### src/rtl/dcc_regs.svh
// Register offsets, field positions, reset values and mode codes
`ifndef DCC_REGS_SVH
`define DCC_REGS_SVH
`define DCC_OFS_CTRL      8'h00
`define DCC_OFS_FLAGS     8'h04
`define DCC_OFS_ENABLES   8'h08
`define DCC_OFS_INTCTL    8'h0c
`define DCC_OFS_PFDIR     8'h10
`define DCC_OFS_PFPORT    8'h14
`define DCC_BIT_TWO_RES   7
`define DCC_BIT_ONE_RES   6
`define DCC_BIT_TWO_INV   5
`define DCC_BIT_ONE_INV   4
`define DCC_BIT_SWITCH    3
`define DCC_BIT_CHG_FLAG  6
`define DCC_BIT_CHG_EN    6
`define DCC_BIT_GLOBAL    7
`define DCC_BIT_PERIPH    6
`define DCC_BIT_RF1       1
`define DCC_BIT_RF2       2
`define DCC_RST_CTRL_WR   6'h07
`define DCC_RST_BIT       1'b0
`define DCC_RST_PFDIR     8'hff
`define DCC_MODE_RESET    3'h0
`define DCC_MODE_OUT_A    3'h3
`define DCC_MODE_OUT_B    3'h5
`define DCC_MODE_FOUR_MUX 3'h6
`define DCC_MODE_OFF      3'h7
`define DCC_ANALOG_MASK   8'h78
`define DCC_NO_MASK       8'h00
`endif

### src/rtl/dcc_placeholder_unused.sv
// Empty; not used
`default_nettype none
`default_nettype wire

### src/rtl/dcc_pkg.sv
// Types shared by the comparator control block
`default_nettype none
package dcc_pkg;
	typedef logic [2:0]  dcc_mode_t;
	typedef logic [7:0]  dcc_byte_t;
	typedef logic [31:0] dcc_word_t;
endpackage
`default_nettype wire

### src/rtl/dcc_sync.sv
// Two-flop synchroniser, one per input bit
`default_nettype none
module dcc_sync #(
	parameter int W = 10
) (
	// Clock, reset and enable
	input  wire logic         pclk,
	input  wire logic         presetn,
	input  wire logic         ce,
	// Data
	input  wire logic [W-1:0] d_async,
	output logic      [W-1:0] d_sync
);
	logic [W-1:0] stage;

	// First stage feeds only the second
	for (genvar i = 0; i < W; i++) begin : g_bit
		always_ff @(posedge pclk or negedge presetn) begin
			if (!presetn) begin
				stage[i]  <= 1'b0;
				d_sync[i] <= 1'b0;
			end else if (ce) begin
				stage[i]  <= d_async[i];
				d_sync[i] <= stage[i];
			end
		end
	end
endmodule // dcc_sync
`default_nettype wire

### src/rtl/dcc_top.sv
// Dual comparator control, change flag and pin routing with APB registers
// Behaviour
// - Bit 7 shows comparator two result, plus above minus, flipped by inversion.
// - Bit 6 shows comparator one result, plus above minus, flipped by inversion.
// - Bit 5 inverts comparator two in register bit and on pin.
// - Bit 4 inverts comparator one everywhere it is seen.
// - Result bits are read-only, reset to zero, ignore writes.
// - In mode 110 bit 3 picks which pins feed the minus inputs.
// - Mode field bits 2..0 pick one of eight setups, reset to ones.
// - Internal reference goes to both plus inputs only in mode 110.
// - In pin-output modes results drive RF2 and RF1.
// - Direction bits still gate RF2 and RF1 drivers in those modes.
// - Port read returns zero on every analog comparator input pin except in mode 111.
// - Change flag bit 6 sets whenever either result changes.
// - Flag holds until software writes zero; writing one sets it.
// - Interrupt needs change, peripheral and global enables all set.
// - Any control register access ends the mismatch condition.
// - A lasting mismatch keeps setting the flag against clears.
// - A change landing on the access edge is absorbed, flag stays.
// - Mode 111 switches both comparators off.
//
// The APB interface to the registers and the register addresses are this design's own decisions.
`include "dcc_regs.svh"
`default_nettype none
module dcc_top (
	// Clock, reset, enable
	input  wire logic              pclk,
	input  wire logic              presetn,
	input  wire logic              ce,
	// APB slave
	input  wire logic              psel,
	input  wire logic              penable,
	input  wire logic              pwrite,
	input  wire logic [7:0]        paddr,
	input  wire dcc_pkg::dcc_word_t pwdata,
	output dcc_pkg::dcc_word_t     prdata,
	output logic                   pready,
	output logic                   pslverr,
	// Analog side
	input  wire logic              cmp_one_raw,
	input  wire logic              cmp_two_raw,
	input  wire dcc_pkg::dcc_byte_t pf_pins,
	output logic                   cmp_one_on,
	output logic                   cmp_two_on,
	output logic                   vref_to_plus,
	output logic                   minus_switch,
	// Port pins RF2, RF1
	output logic                   rf2_out,
	output logic                   rf2_oe,
	output logic                   rf1_out,
	output logic                   rf1_oe,
	// Interrupt request
	output logic                   irq
);
	import dcc_pkg::*;

	logic [9:0] sync_q;
	logic       s_one;
	logic       s_two;
	dcc_byte_t  pf_s;
	logic [5:0] ctrl_wr;
	logic       one_res;
	logic       two_res;
	logic [1:0] last_res;
	logic       chg_flag;
	logic       chg_en;
	logic       global_irq_enable;
	logic       peripheral_irq_enable;
	dcc_byte_t  pf_dir;

	// Comparator decisions and port pins come from outside the clock
	dcc_sync #(.W(10)) u_sync (
		.pclk    (pclk),
		.presetn (presetn),
		.ce      (ce),
		.d_async ({pf_pins, cmp_two_raw, cmp_one_raw}),
		.d_sync  (sync_q)
	);
	assign s_one = sync_q[0];
	assign s_two = sync_q[1];
	assign pf_s  = sync_q[9:2];

	// Mode decode
	dcc_mode_t mode;
	wire       active;
	wire       pin_mode;
	wire       four_mux;
	dcc_byte_t analog_mask;
	assign mode     = ctrl_wr[2:0];
	assign four_mux = (mode == `DCC_MODE_FOUR_MUX);
	// Reset mode and off mode both leave the comparators unpowered
	assign active   = (mode != `DCC_MODE_OFF) && (mode != `DCC_MODE_RESET);
	assign pin_mode = (mode == `DCC_MODE_OUT_A) || (mode == `DCC_MODE_OUT_B);
	assign analog_mask = (mode == `DCC_MODE_OFF) ? `DCC_NO_MASK : `DCC_ANALOG_MASK;

	// APB decode
	wire sel_ctrl;
	wire sel_flags;
	wire sel_en;
	wire sel_int;
	wire sel_dir;
	wire sel_port;
	wire hit;
	wire setup;
	wire done;
	wire wr;
	wire ctrl_acc;
	assign sel_ctrl  = (paddr == `DCC_OFS_CTRL);
	assign sel_flags = (paddr == `DCC_OFS_FLAGS);
	assign sel_en    = (paddr == `DCC_OFS_ENABLES);
	assign sel_int   = (paddr == `DCC_OFS_INTCTL);
	assign sel_dir   = (paddr == `DCC_OFS_PFDIR);
	assign sel_port  = (paddr == `DCC_OFS_PFPORT);
	assign hit       = sel_ctrl | sel_flags | sel_en | sel_int | sel_dir | sel_port;
	assign setup     = psel & ~penable;
	assign done      = psel & penable & pready;
	assign wr        = done & pwrite & hit;
	// Read or write of the control word both count as an access
	assign ctrl_acc  = done & sel_ctrl;

	// Read data mux, built in the setup cycle
	dcc_byte_t rd_byte;
	dcc_byte_t ctrl_view;
	assign ctrl_view = {two_res, one_res, ctrl_wr};
	assign rd_byte =
		sel_ctrl  ? ctrl_view :
		sel_flags ? (8'h00 | ({7'h00, chg_flag} << `DCC_BIT_CHG_FLAG)) :
		sel_en    ? (8'h00 | ({7'h00, chg_en} << `DCC_BIT_CHG_EN)) :
		sel_int   ? {global_irq_enable, peripheral_irq_enable, 6'h00} :
		sel_dir   ? pf_dir :
		sel_port  ? (pf_s & ~analog_mask) :
		8'h00;

	// Next result values
	wire next_one;
	wire next_two;
	assign next_one = active & (s_one ^ ctrl_wr[`DCC_BIT_ONE_INV]);
	assign next_two = active & (s_two ^ ctrl_wr[`DCC_BIT_TWO_INV]);

	// Mismatch against the value latched at the last control access
	wire mismatch;
	wire mism_set;
	wire next_flag;
	assign mismatch = ({two_res, one_res} != last_res);
	// An access edge absorbs a change, so that change sets nothing
	assign mism_set = mismatch & ~ctrl_acc;
	// Set wins over a software clear in the same cycle
	assign next_flag = (wr & sel_flags) ? (pwdata[`DCC_BIT_CHG_FLAG] | mism_set)
		: (chg_flag | mism_set);

	// APB response; one wait-free access phase
	always_ff @(posedge pclk or negedge presetn) begin
		if (!presetn) begin
			pready  <= 1'b0;
			pslverr <= 1'b0;
			prdata  <= 32'h0000_0000;
		end else if (ce) begin
			pready  <= setup;
			pslverr <= setup & ~hit;
			if (setup)
				prdata <= {24'h00_0000, rd_byte};
		end
	end

	// Writable control bits; result bits have no write path
	always_ff @(posedge pclk or negedge presetn) begin
		if (!presetn)
			ctrl_wr <= `DCC_RST_CTRL_WR;
		else if (ce && wr && sel_ctrl)
			ctrl_wr <= pwdata[5:0];
	end

	// Result bits, reset to zero
	always_ff @(posedge pclk or negedge presetn) begin
		if (!presetn) begin
			one_res <= `DCC_RST_BIT;
			two_res <= `DCC_RST_BIT;
		end else if (ce) begin
			one_res <= next_one;
			two_res <= next_two;
		end
	end

	// Latch of results taken on each control access
	always_ff @(posedge pclk or negedge presetn) begin
		if (!presetn)
			last_res <= 2'h0;
		else if (ce && ctrl_acc)
			last_res <= {two_res, one_res};
	end

	// Change flag
	always_ff @(posedge pclk or negedge presetn) begin
		if (!presetn)
			chg_flag <= `DCC_RST_BIT;
		else if (ce)
			chg_flag <= next_flag;
	end

	// Enables and port direction
	always_ff @(posedge pclk or negedge presetn) begin
		if (!presetn) begin
			chg_en <= `DCC_RST_BIT;
			global_irq_enable    <= `DCC_RST_BIT;
			peripheral_irq_enable   <= `DCC_RST_BIT;
			pf_dir <= `DCC_RST_PFDIR;
		end else if (ce && wr) begin
			if (sel_en)
				chg_en <= pwdata[`DCC_BIT_CHG_EN];
			if (sel_int) begin
				global_irq_enable  <= pwdata[`DCC_BIT_GLOBAL];
				peripheral_irq_enable <= pwdata[`DCC_BIT_PERIPH];
			end
			if (sel_dir)
				pf_dir <= pwdata[7:0];
		end
	end

	// Analog routing controls
	always_ff @(posedge pclk or negedge presetn) begin
		if (!presetn) begin
			cmp_one_on   <= 1'b0;
			cmp_two_on   <= 1'b0;
			vref_to_plus <= 1'b0;
			minus_switch <= 1'b0;
		end else if (ce) begin
			cmp_one_on   <= active;
			cmp_two_on   <= active;
			vref_to_plus <= four_mux;
			minus_switch <= four_mux & ctrl_wr[`DCC_BIT_SWITCH];
		end
	end

	// Pin drive; registered from the same next values as the result bits, so pins match them
	always_ff @(posedge pclk or negedge presetn) begin
		if (!presetn) begin
			rf2_out <= 1'b0;
			rf1_out <= 1'b0;
			rf2_oe  <= 1'b0;
			rf1_oe  <= 1'b0;
		end else if (ce) begin
			rf2_out <= next_two;
			rf1_out <= next_one;
			rf2_oe  <= pin_mode & ~pf_dir[`DCC_BIT_RF2];
			rf1_oe  <= pin_mode & ~pf_dir[`DCC_BIT_RF1];
		end
	end

	// Interrupt request; flag still sets while any enable is clear
	always_ff @(posedge pclk or negedge presetn) begin
		if (!presetn)
			irq <= 1'b0;
		else if (ce)
			irq <= next_flag & chg_en & peripheral_irq_enable & global_irq_enable;
	end

	// Result follows the synchronised input with its inversion
	a_two_result_sense: assert property (@(posedge pclk) disable iff (!presetn)
		ce && active |=> two_res == $past(s_two ^ ctrl_wr[`DCC_BIT_TWO_INV]))
		else $error("comparator two result wrong");

	// Comparator one on the pin matches its register bit
	a_one_pin_match: assert property (@(posedge pclk) disable iff (!presetn)
		rf1_out == one_res)
		else $error("pin one differs from result bit");

	// Results read zero while the comparators are off
	a_off_results_zero: assert property (@(posedge pclk) disable iff (!presetn)
		ce && !active |=> !one_res && !two_res && !cmp_one_on)
		else $error("results not zero while off");

	// A control write loads the mode field
	a_mode_write_load: assert property (@(posedge pclk) disable iff (!presetn)
		ce && wr && sel_ctrl |=> mode == $past(pwdata[2:0]))
		else $error("mode field not written");

	// Reference routed only in the four-input mode
	a_vref_route_mode: assert property (@(posedge pclk) disable iff (!presetn)
		ce |=> vref_to_plus == ($past(mode) == `DCC_MODE_FOUR_MUX))
		else $error("reference routing wrong");

	// The RF2 driver stays off while its direction bit says input
	a_pin_dir_gate: assert property (@(posedge pclk) disable iff (!presetn)
		rf2_oe |-> !$past(pf_dir[`DCC_BIT_RF2]))
		else $error("pin driven while direction is input");

	// Analog pins read zero from the port register
	a_port_analog_zero: assert property (@(posedge pclk) disable iff (!presetn)
		ce && setup && sel_port |=> (prdata[7:0] & $past(analog_mask)) == 8'h00)
		else $error("analog pin read nonzero");

	// Mismatch outside an access sets the flag
	a_flag_on_mismatch: assert property (@(posedge pclk) disable iff (!presetn)
		ce && mismatch && !ctrl_acc |=> chg_flag)
		else $error("flag not set on mismatch");

	// Request only with all three enables set
	a_irq_all_enables: assert property (@(posedge pclk) disable iff (!presetn)
		irq |-> $past(chg_en && peripheral_irq_enable && global_irq_enable))
		else $error("request without all enables");

	// Access ends the mismatch on the next cycle absent a new change
	a_access_ends_mism: assert property (@(posedge pclk) disable iff (!presetn)
		ce && ctrl_acc |=> last_res == $past({two_res, one_res}))
		else $error("latch not refreshed on access");

	// Comparator one result follows its input with its inversion
	a_one_result_sense: assert property (@(posedge pclk) disable iff (!presetn)
		ce && active |=> one_res == $past(s_one ^ ctrl_wr[`DCC_BIT_ONE_INV]))
		else $error("comparator one result wrong");

	// Comparator two on the pin matches its register bit
	a_two_pin_match: assert property (@(posedge pclk) disable iff (!presetn)
		rf2_out == two_res)
		else $error("pin two differs from result bit");

	// Minus input swap only in the four-input mode with the switch set
	a_minus_switch_route: assert property (@(posedge pclk) disable iff (!presetn)
		ce |=> minus_switch == ($past(four_mux) && $past(ctrl_wr[`DCC_BIT_SWITCH])))
		else $error("minus input routing wrong");

	// No pin driver outside the pin-output modes
	a_pin_oe_mode: assert property (@(posedge pclk) disable iff (!presetn)
		ce && !pin_mode |=> !rf1_oe && !rf2_oe)
		else $error("pin driven outside pin mode");

	// Flag holds unless software writes the flag register
	a_flag_holds: assert property (@(posedge pclk) disable iff (!presetn)
		ce && chg_flag && !(wr && sel_flags) |=> chg_flag)
		else $error("flag dropped without a clear");

	// Software write of one sets the flag
	a_write_one_sets: assert property (@(posedge pclk) disable iff (!presetn)
		ce && wr && sel_flags && pwdata[`DCC_BIT_CHG_FLAG] |=> chg_flag)
		else $error("flag not set by software");

	// Request follows a set flag once all enables are on
	a_irq_when_enabled: assert property (@(posedge pclk) disable iff (!presetn)
		ce && chg_flag && chg_en && peripheral_irq_enable && global_irq_enable && !(wr && sel_flags) |=> irq)
		else $error("request missing with all enables");

	// A change seen at the access edge never sets a clear flag
	a_access_absorbs: assert property (@(posedge pclk) disable iff (!presetn)
		ce && ctrl_acc && !chg_flag |=> !chg_flag)
		else $error("flag set by absorbed change");
endmodule // dcc_top
`default_nettype wire

### config.mk
export PLATFORM = sky130hd
export DESIGN_NAME = dcc_top
export DESIGN_NICKNAME = d
export VERILOG_FILES = /design/src/rtl/dcc_placeholder_unused.sv /design/src/rtl/dcc_pkg.sv /design/src/rtl/dcc_sync.sv /design/src/rtl/dcc_top.sv
export VERILOG_INCLUDE_DIRS = /design/src /design/src/rtl
export SDC_FILE = /design/constraint.sdc
export NUM_CORES = 1
export LEC_CHECK = 0
export ABC_CLOCK_PERIOD_IN_PS = 1250
export BUFFER_PORTS_ARGS = -buffer_cell sky130_fd_sc_hd__buf_2
export CAP_MARGIN = 20
export CORE_UTILIZATION = 45
export CTS_CLUSTER_SIZE = 10
export DETAILED_ROUTE_END_ITERATION = 10
export GPL_TIMING_DRIVEN = 1
export PLACE_DENSITY_LB_ADDON = 0.25
export SYNTH_ARGS = -nofsm -noshare
export SYNTH_HDL_FRONTEND = slang
export SYNTH_SLANG_ARGS = --single-unit
### constraint.sdc
create_clock -name pclk -period 1.25 [get_ports pclk]
set_input_delay 0.125 -clock pclk [delete_from_list [all_inputs] [get_ports pclk]]
set_output_delay 0.125 -clock pclk [all_outputs]
set_load 0.01 [all_outputs]
[Yosys cells after proc, flatten, opt, wreduce, memory -nomap -nowiden]
Cells that the tools add are included.
Storage, ports and cells
  flip-flop bits (word level): 58
  bits of input ports: 56
  output and inout bits: 43
  word-level logic and storage cells: 101
Cells by class
  equality and inequality tests: 11
  mux-type cells: 8
  bitwise gates (word level): 33
  reductions and logical operators: 11
Operators with widths (number)
  8-bit 2-to-1 mux: 6
  1-bit AND: 17
  8-bit by 4-bit equality test with 1-bit output (second input constant): 2
  8-bit by 5-bit equality test with 1-bit output (second input constant): 2
  3-bit equality test (second input constant): 3
  8-bit AND: 1
  8-bit by 3-bit equality test with 1-bit output (second input constant): 1
  8-bit zero test: 1
  7-bit inverter with 8-bit output: 1
  2-bit AND reduction: 4
  7-bit 2-to-1 mux: 1
  1-bit bitwise OR: 7
  1-bit inverter: 5
  1-bit logical AND: 4
  3-bit by 2-bit equality test with 1-bit output (second input constant): 1
  3-bit inequality test (second input constant): 1
  3-bit nonzero test: 1
  2-bit inequality test: 1
  1-bit bitwise XOR: 2
  1-bit logical OR: 1
  1-bit 2-to-1 mux: 1

[Depth between registers and ports, before layout]
  word-level depth: 12
  gate-level depth with buffers: 6
  depth with buffers taken out: 4

[By module]
From an unflattened synthesis, not the netlist that was laid out.
Second synthesis, totals
  cells, all modules: 247
  area total of the unflattened synthesis: 2982.9 um2
Modules (own cells, without submodules)
  dcc_top: instances 1, cells each 205, area an instance 2159.6 um2, seq. area each 964.7 um2
  dcc_sync: instances 1, cells each 42, area an instance 823.3 um2, seq. area each 500.5 um2

[Worst setup path before layout]
OpenSTA, ideal clock, no wires.
  kind: input -> register
  start point: input port paddr[4]
  end point: register ctrl_wr[3]
  data arrival time: 1.682 ns
  data required time: 1.125 ns
  slack: -0.557 ns
  cell stages on the path: 5
  cells stage by stage: buf_4 -> or4_4 -> or2_4 -> nor3_4 -> mux2_2
On the way
  cells in the longest elaborated chain, start to end: 9
Ends and longest elaborated chain
  from (decl): RTL line dcc_top.sv:34  | input wire logic [7:0] paddr,
  8-bit by 3-bit equality test with 1-bit output (no source line) or 8-bit zero test (tied branches)
  1-bit bitwise OR (5 in a row): RTL line dcc_top.sv:114  | assign hit = sel_ctrl | sel_flags | sel_en | sel_int | sel_dir | sel_port;
  1-bit AND: RTL line dcc_top.sv:117  | assign wr = done & pwrite & hit;
  1-bit logical AND: RTL line dcc_top.sv:169  | else if (ce && wr && sel_ctrl)
  1-bit logical AND (*): RTL line dcc_top.sv:169
  to (signal assigned): RTL line dcc_top.sv:168  | ctrl_wr <= `DCC_RST_CTRL_WR;
  to (signal assigned): RTL line dcc_top.sv:170  | ctrl_wr <= pwdata[5:0];
  to (decl): RTL line dcc_top.sv:61  | logic [5:0] ctrl_wr;
Mark *: on every way between the ends. The rest lies on a longest branch, timed or not.
A chain may end at the register's enable or synchronous reset.

[Final worst setup path]
  start point: input port paddr[7]
  end point: register ctrl_wr[4]
The elaborated chain is that of the path after synthesis.

==> results.py <==
metrics = {
    "pwr": {
        "power_uw": 4120,
        "powerDensity_nw_per_um2": 1120,
        "worst_ir_drop_vdd_v": 0.000598,
        "power.leakage_uw": 0.00172,
    },
    "finish": {
        "drive_gt1_frac": 0.541,
        "nets": 378,
        "area_growth_pct": 30.9,
        "post-route-util": 0.617,
        "antennaDiodeCount": 0,
    },
    "grt": {
        "grt_busiest_layer": "met2",
        "met3_usage": 0.0551,
        "met2_usage": 0.318,
        "antenna_found_initial": 0,
        "grt_max_degree": 38,
        "met1_usage": 0.247,
        "grt_pass1_wl_um": 9430,
        "overflow": 0,
        "grt_pass1_vias": 2010,
        "track_usage": 0.199,
    },
    "worst_setup_path": {
        "critPathCaptureType": "flip-flop",
        "worst_ep_arrival_time_ns": 1.64,
        "crit_fanout": 6,
        "cpMaxStageDelayCell": "or4_4",
        "critical_path_required_ns": 1.46,
        "cp-start-kind": "input pin",
        "critPathKind": "input pin to flip-flop",
        "critPathBufInv": 2,
        "r2r_start": "pready",
        "reg2reg_depth": 5,
        "worst_path_largest_cell_delay_ns": 0.54,
        "reg2reg_to": "ctrl_wr[4]",
        "r2r_slack_ns": -0.15,
        "crit_chain": "buf_2 -> or4_4 -> or2_4 -> nor3_4 -> buf_12 -> mux2_4",
        "crit_family": "simple AND/OR/NAND/NOR gates",
    },
    "routing": {
        "drt_iter0_markers": 74,
        "first_pass_iters": 4,
        "wl_um": 5880,
        "drc": 0,
        "num_vias": 2051,
        "viasPerCell": 5.10,
        "antenna_left": 0,
        "wl_per_cell_um": 14.6,
    },
    "floorplanning": {
        "core_area_um2": 5960,
        "rows": 28,
        "ios": 99,
        "die_y_um": 81.0,
        "dieArea_um2": 6560,
        "die_w_um": 81.0,
        "initial_utilization": 0.471,
    },
    "placed_design": {
        "hpwl_um": 4200,
        "port_buffers": 50,
        "gp_congestion": 0.828,
        "dp_slack_ns": -0.529,
    },
    "sta": {
        "rsz0062_at_grt": "true",
        "hold_viol": 0,
        "period_share": 1.14,
        "skew_ns": 0.00647,
        "fin_setup_tns_ns": -2.10,
        "layout_min_cycle_time_ns": 1.43,
        "holdWs_ns": 0.0257,
        "setup_ws_ns": -0.181,
        "clock.fmax_ghz": 0.699,
        "finalSetupViolCount": 21,
        "finalMaxSlewViolations": 0,
    },
    "logic_synthesis": {
        "syn_avg_cell_area_um2": 11.7,
        "syn-cell-area_um2": 2810,
        "synth_cell_types": 32,
        "synthCells": 240,
        "synthFlopType": "dfrtp_1",
        "yosys_warnings": 0,
        "ys_ff_latch": 58,
        "async_reset_ff_frac": 1.00,
        "synth-simple-area-share": 0.112,
        "synth_edf_count": 0,
        "synth_fa_ha_area_frac": 0,
        "synth_top_family_by_area": "multiplexers",
        "synthXorXnorAreaFrac": 0.0156,
        "muxShareOfSynthArea": 0.188,
        "yosysSeqAreaShare": 0.522,
        "synth-compound-area-share": 0.0677,
    },
    "min_path": {
        "hold_start": "pf_pins[1]",
        "hold_path_end": "u_sync.stage[3]",
        "hold_path.class": "input pin to flip-flop",
        "min_path_cells": 2,
    },
    "clocking": {
        "cts_buffer_depth": 2,
        "clock_sinks": 58,
        "cts_root_buffer": "clkbuf_8",
        "path_clk_slew_ns": 0.06,
        "cts.htree.levels": 3,
        "cts_inserted_buffers": 9,
        "cts_tree": "built",
        "clk_latency_ns": 0.33,
    },
    "outcome": {
        "violations": "negative setup slack",
        "outcome": "complete, but fails checks",
    },
    "flow_run": {
        "cap_violations": 0,
    },
}
==> per-stage QoR <==
stage / cell area [um2] / std cells
detailed placement: 3290 / 381
finish: 3670 / 402
floorplan: 2940 / 263
global route: 3670 / 402
global placement: 3290 / 381
CTS: 3570 / 400
==> metal layers <==
metal,wire (um),share of wire
met1,2580,0.44
met3,316,0.054
met4,34,0.0058
met5,0,0
met2,2950,0.50
==> synth_stat cells (2+ instances only) <==
cell / number / area [um2]
mux2_2: 46 / 518
o21ai_0: 9 / 45.0
clkbuf_1: 7 / 26.3
a31oi_1: 3 / 18.8
nand4_1: 2 / 12.5
inv_1: 9 / 33.8
xor2_1: 3 / 26.3
nor2b_1: 2 / 12.5
dfrtp_1: 47 / 1180
nor2_1: 16 / 60.1
a221oi_1: 3 / 26.3
o22ai_1: 6 / 37.5
nand3b_1: 3 / 22.5
buf_4: 27 / 203
a22oi_1: 5 / 37.5
or3_1: 2 / 12.5
nand2_1: 13 / 48.8
xnor2_1: 2 / 17.5
nor3_1: 3 / 15.0
or4_4: 2 / 22.5
nand3_1: 8 / 40.0
dfstp_2: 11 / 289
or2_2: 2 / 12.5
==> sequential cells by signal, summed over array words and instances, names as in the netlist <==
signal / cells
last_res: 2
vref_to_plus: 1
pslverr: 1
pready: 1
u_sync.d_sync: 10
rf2_out: 1
cmp_two_on: 1
u_sync.stage: 10
rf2_oe: 1
irq: 1
minus_switch: 1
prdata: 8
rf1_out: 1
global_irq_enable: 1
pf_dir: 8
chg_en: 1
ctrl_wr: 6
peripheral_irq_enable: 1
chg_flag: 1
rf1_oe: 1
==> layout make-up <==
class	instances	area (um2)
multi-input combinational	162	1340
clock buffer	14	173
clock inverter	2	10.0
timing repair buffer	82	564
tap	75	93.8
sequential	58	1470
inverter	9	33.8
fill	487	2280
==> worst reg2reg max path, cell delays in order, from the launching register on <==
cell,delay (ns)
dfrtp_1,0.37
nand3_2,0.10
buf_4,0.15
nor3_4,0.22
buf_12,0.16
mux2_4,0.29
==> placed cells by master (no fill, tap or decap), drive strengths merged, types with 2 or more instances in the layout <==
cell type,synthesis,final
xor2,3,3
nand4,2,2
buf,27,81
clkinv,0,2
nor3,4,4
nand3,8,8
dfstp,11,11
or2,3,3
a221oi,3,3
a22oi,5,5
xnor2,2,2
inv,9,9
conb,1,24
nor2b,2,2
o21ai,9,9
dfrtp,47,47
nor2,16,16
or4,2,2
a31oi,3,3
nand2,13,13
mux2,46,46
clkbuf,7,14
o22ai,6,6
or3,2,2
nand3b,3,3
==> kinds of logic after synthesis <==
kind of cell,count (synthesis)
AOI/OAI and AO/OA,29
xor gates and xnor gates,5
buffers and inverters,43
DFF,58
muxes,47
other,1
and+or+nand+nor,57
==> power by group <==
group	switching (uW)	internal [uW]
Combinational	257	240
Sequential	65.1	2000
Clock	685	877
Total	1010	3110
==> worst max path at each step <==
stage | start | cells past startpoint | to
finish | paddr[7] | 6 | ctrl_wr[4]
global route | pready | 5 | ctrl_wr[4]
CTS | paddr[3] | 6 | ctrl_wr[5]
detailed placement | paddr[5] | 6 | ctrl_wr[4]
global placement | paddr[5] | 6 | ctrl_wr[3]
floorplan | paddr[3] | 5 | ctrl_wr[3]
==> repair_timing <==
| item | CTS | global route |
|---|---|---|
| endpoints found under the setup margin | 28 | 29 |
| endpoints found under the hold margin | 12 | 0 |
| pin swaps | 6 | 12 |
| cloned | 0 | 0 |
| hold buffers | 1 | 0 |
| buffers inserted | 2 | 2 |
| gates resized for setup | 13 | 19 |
(Power assumes the default switching activity.)
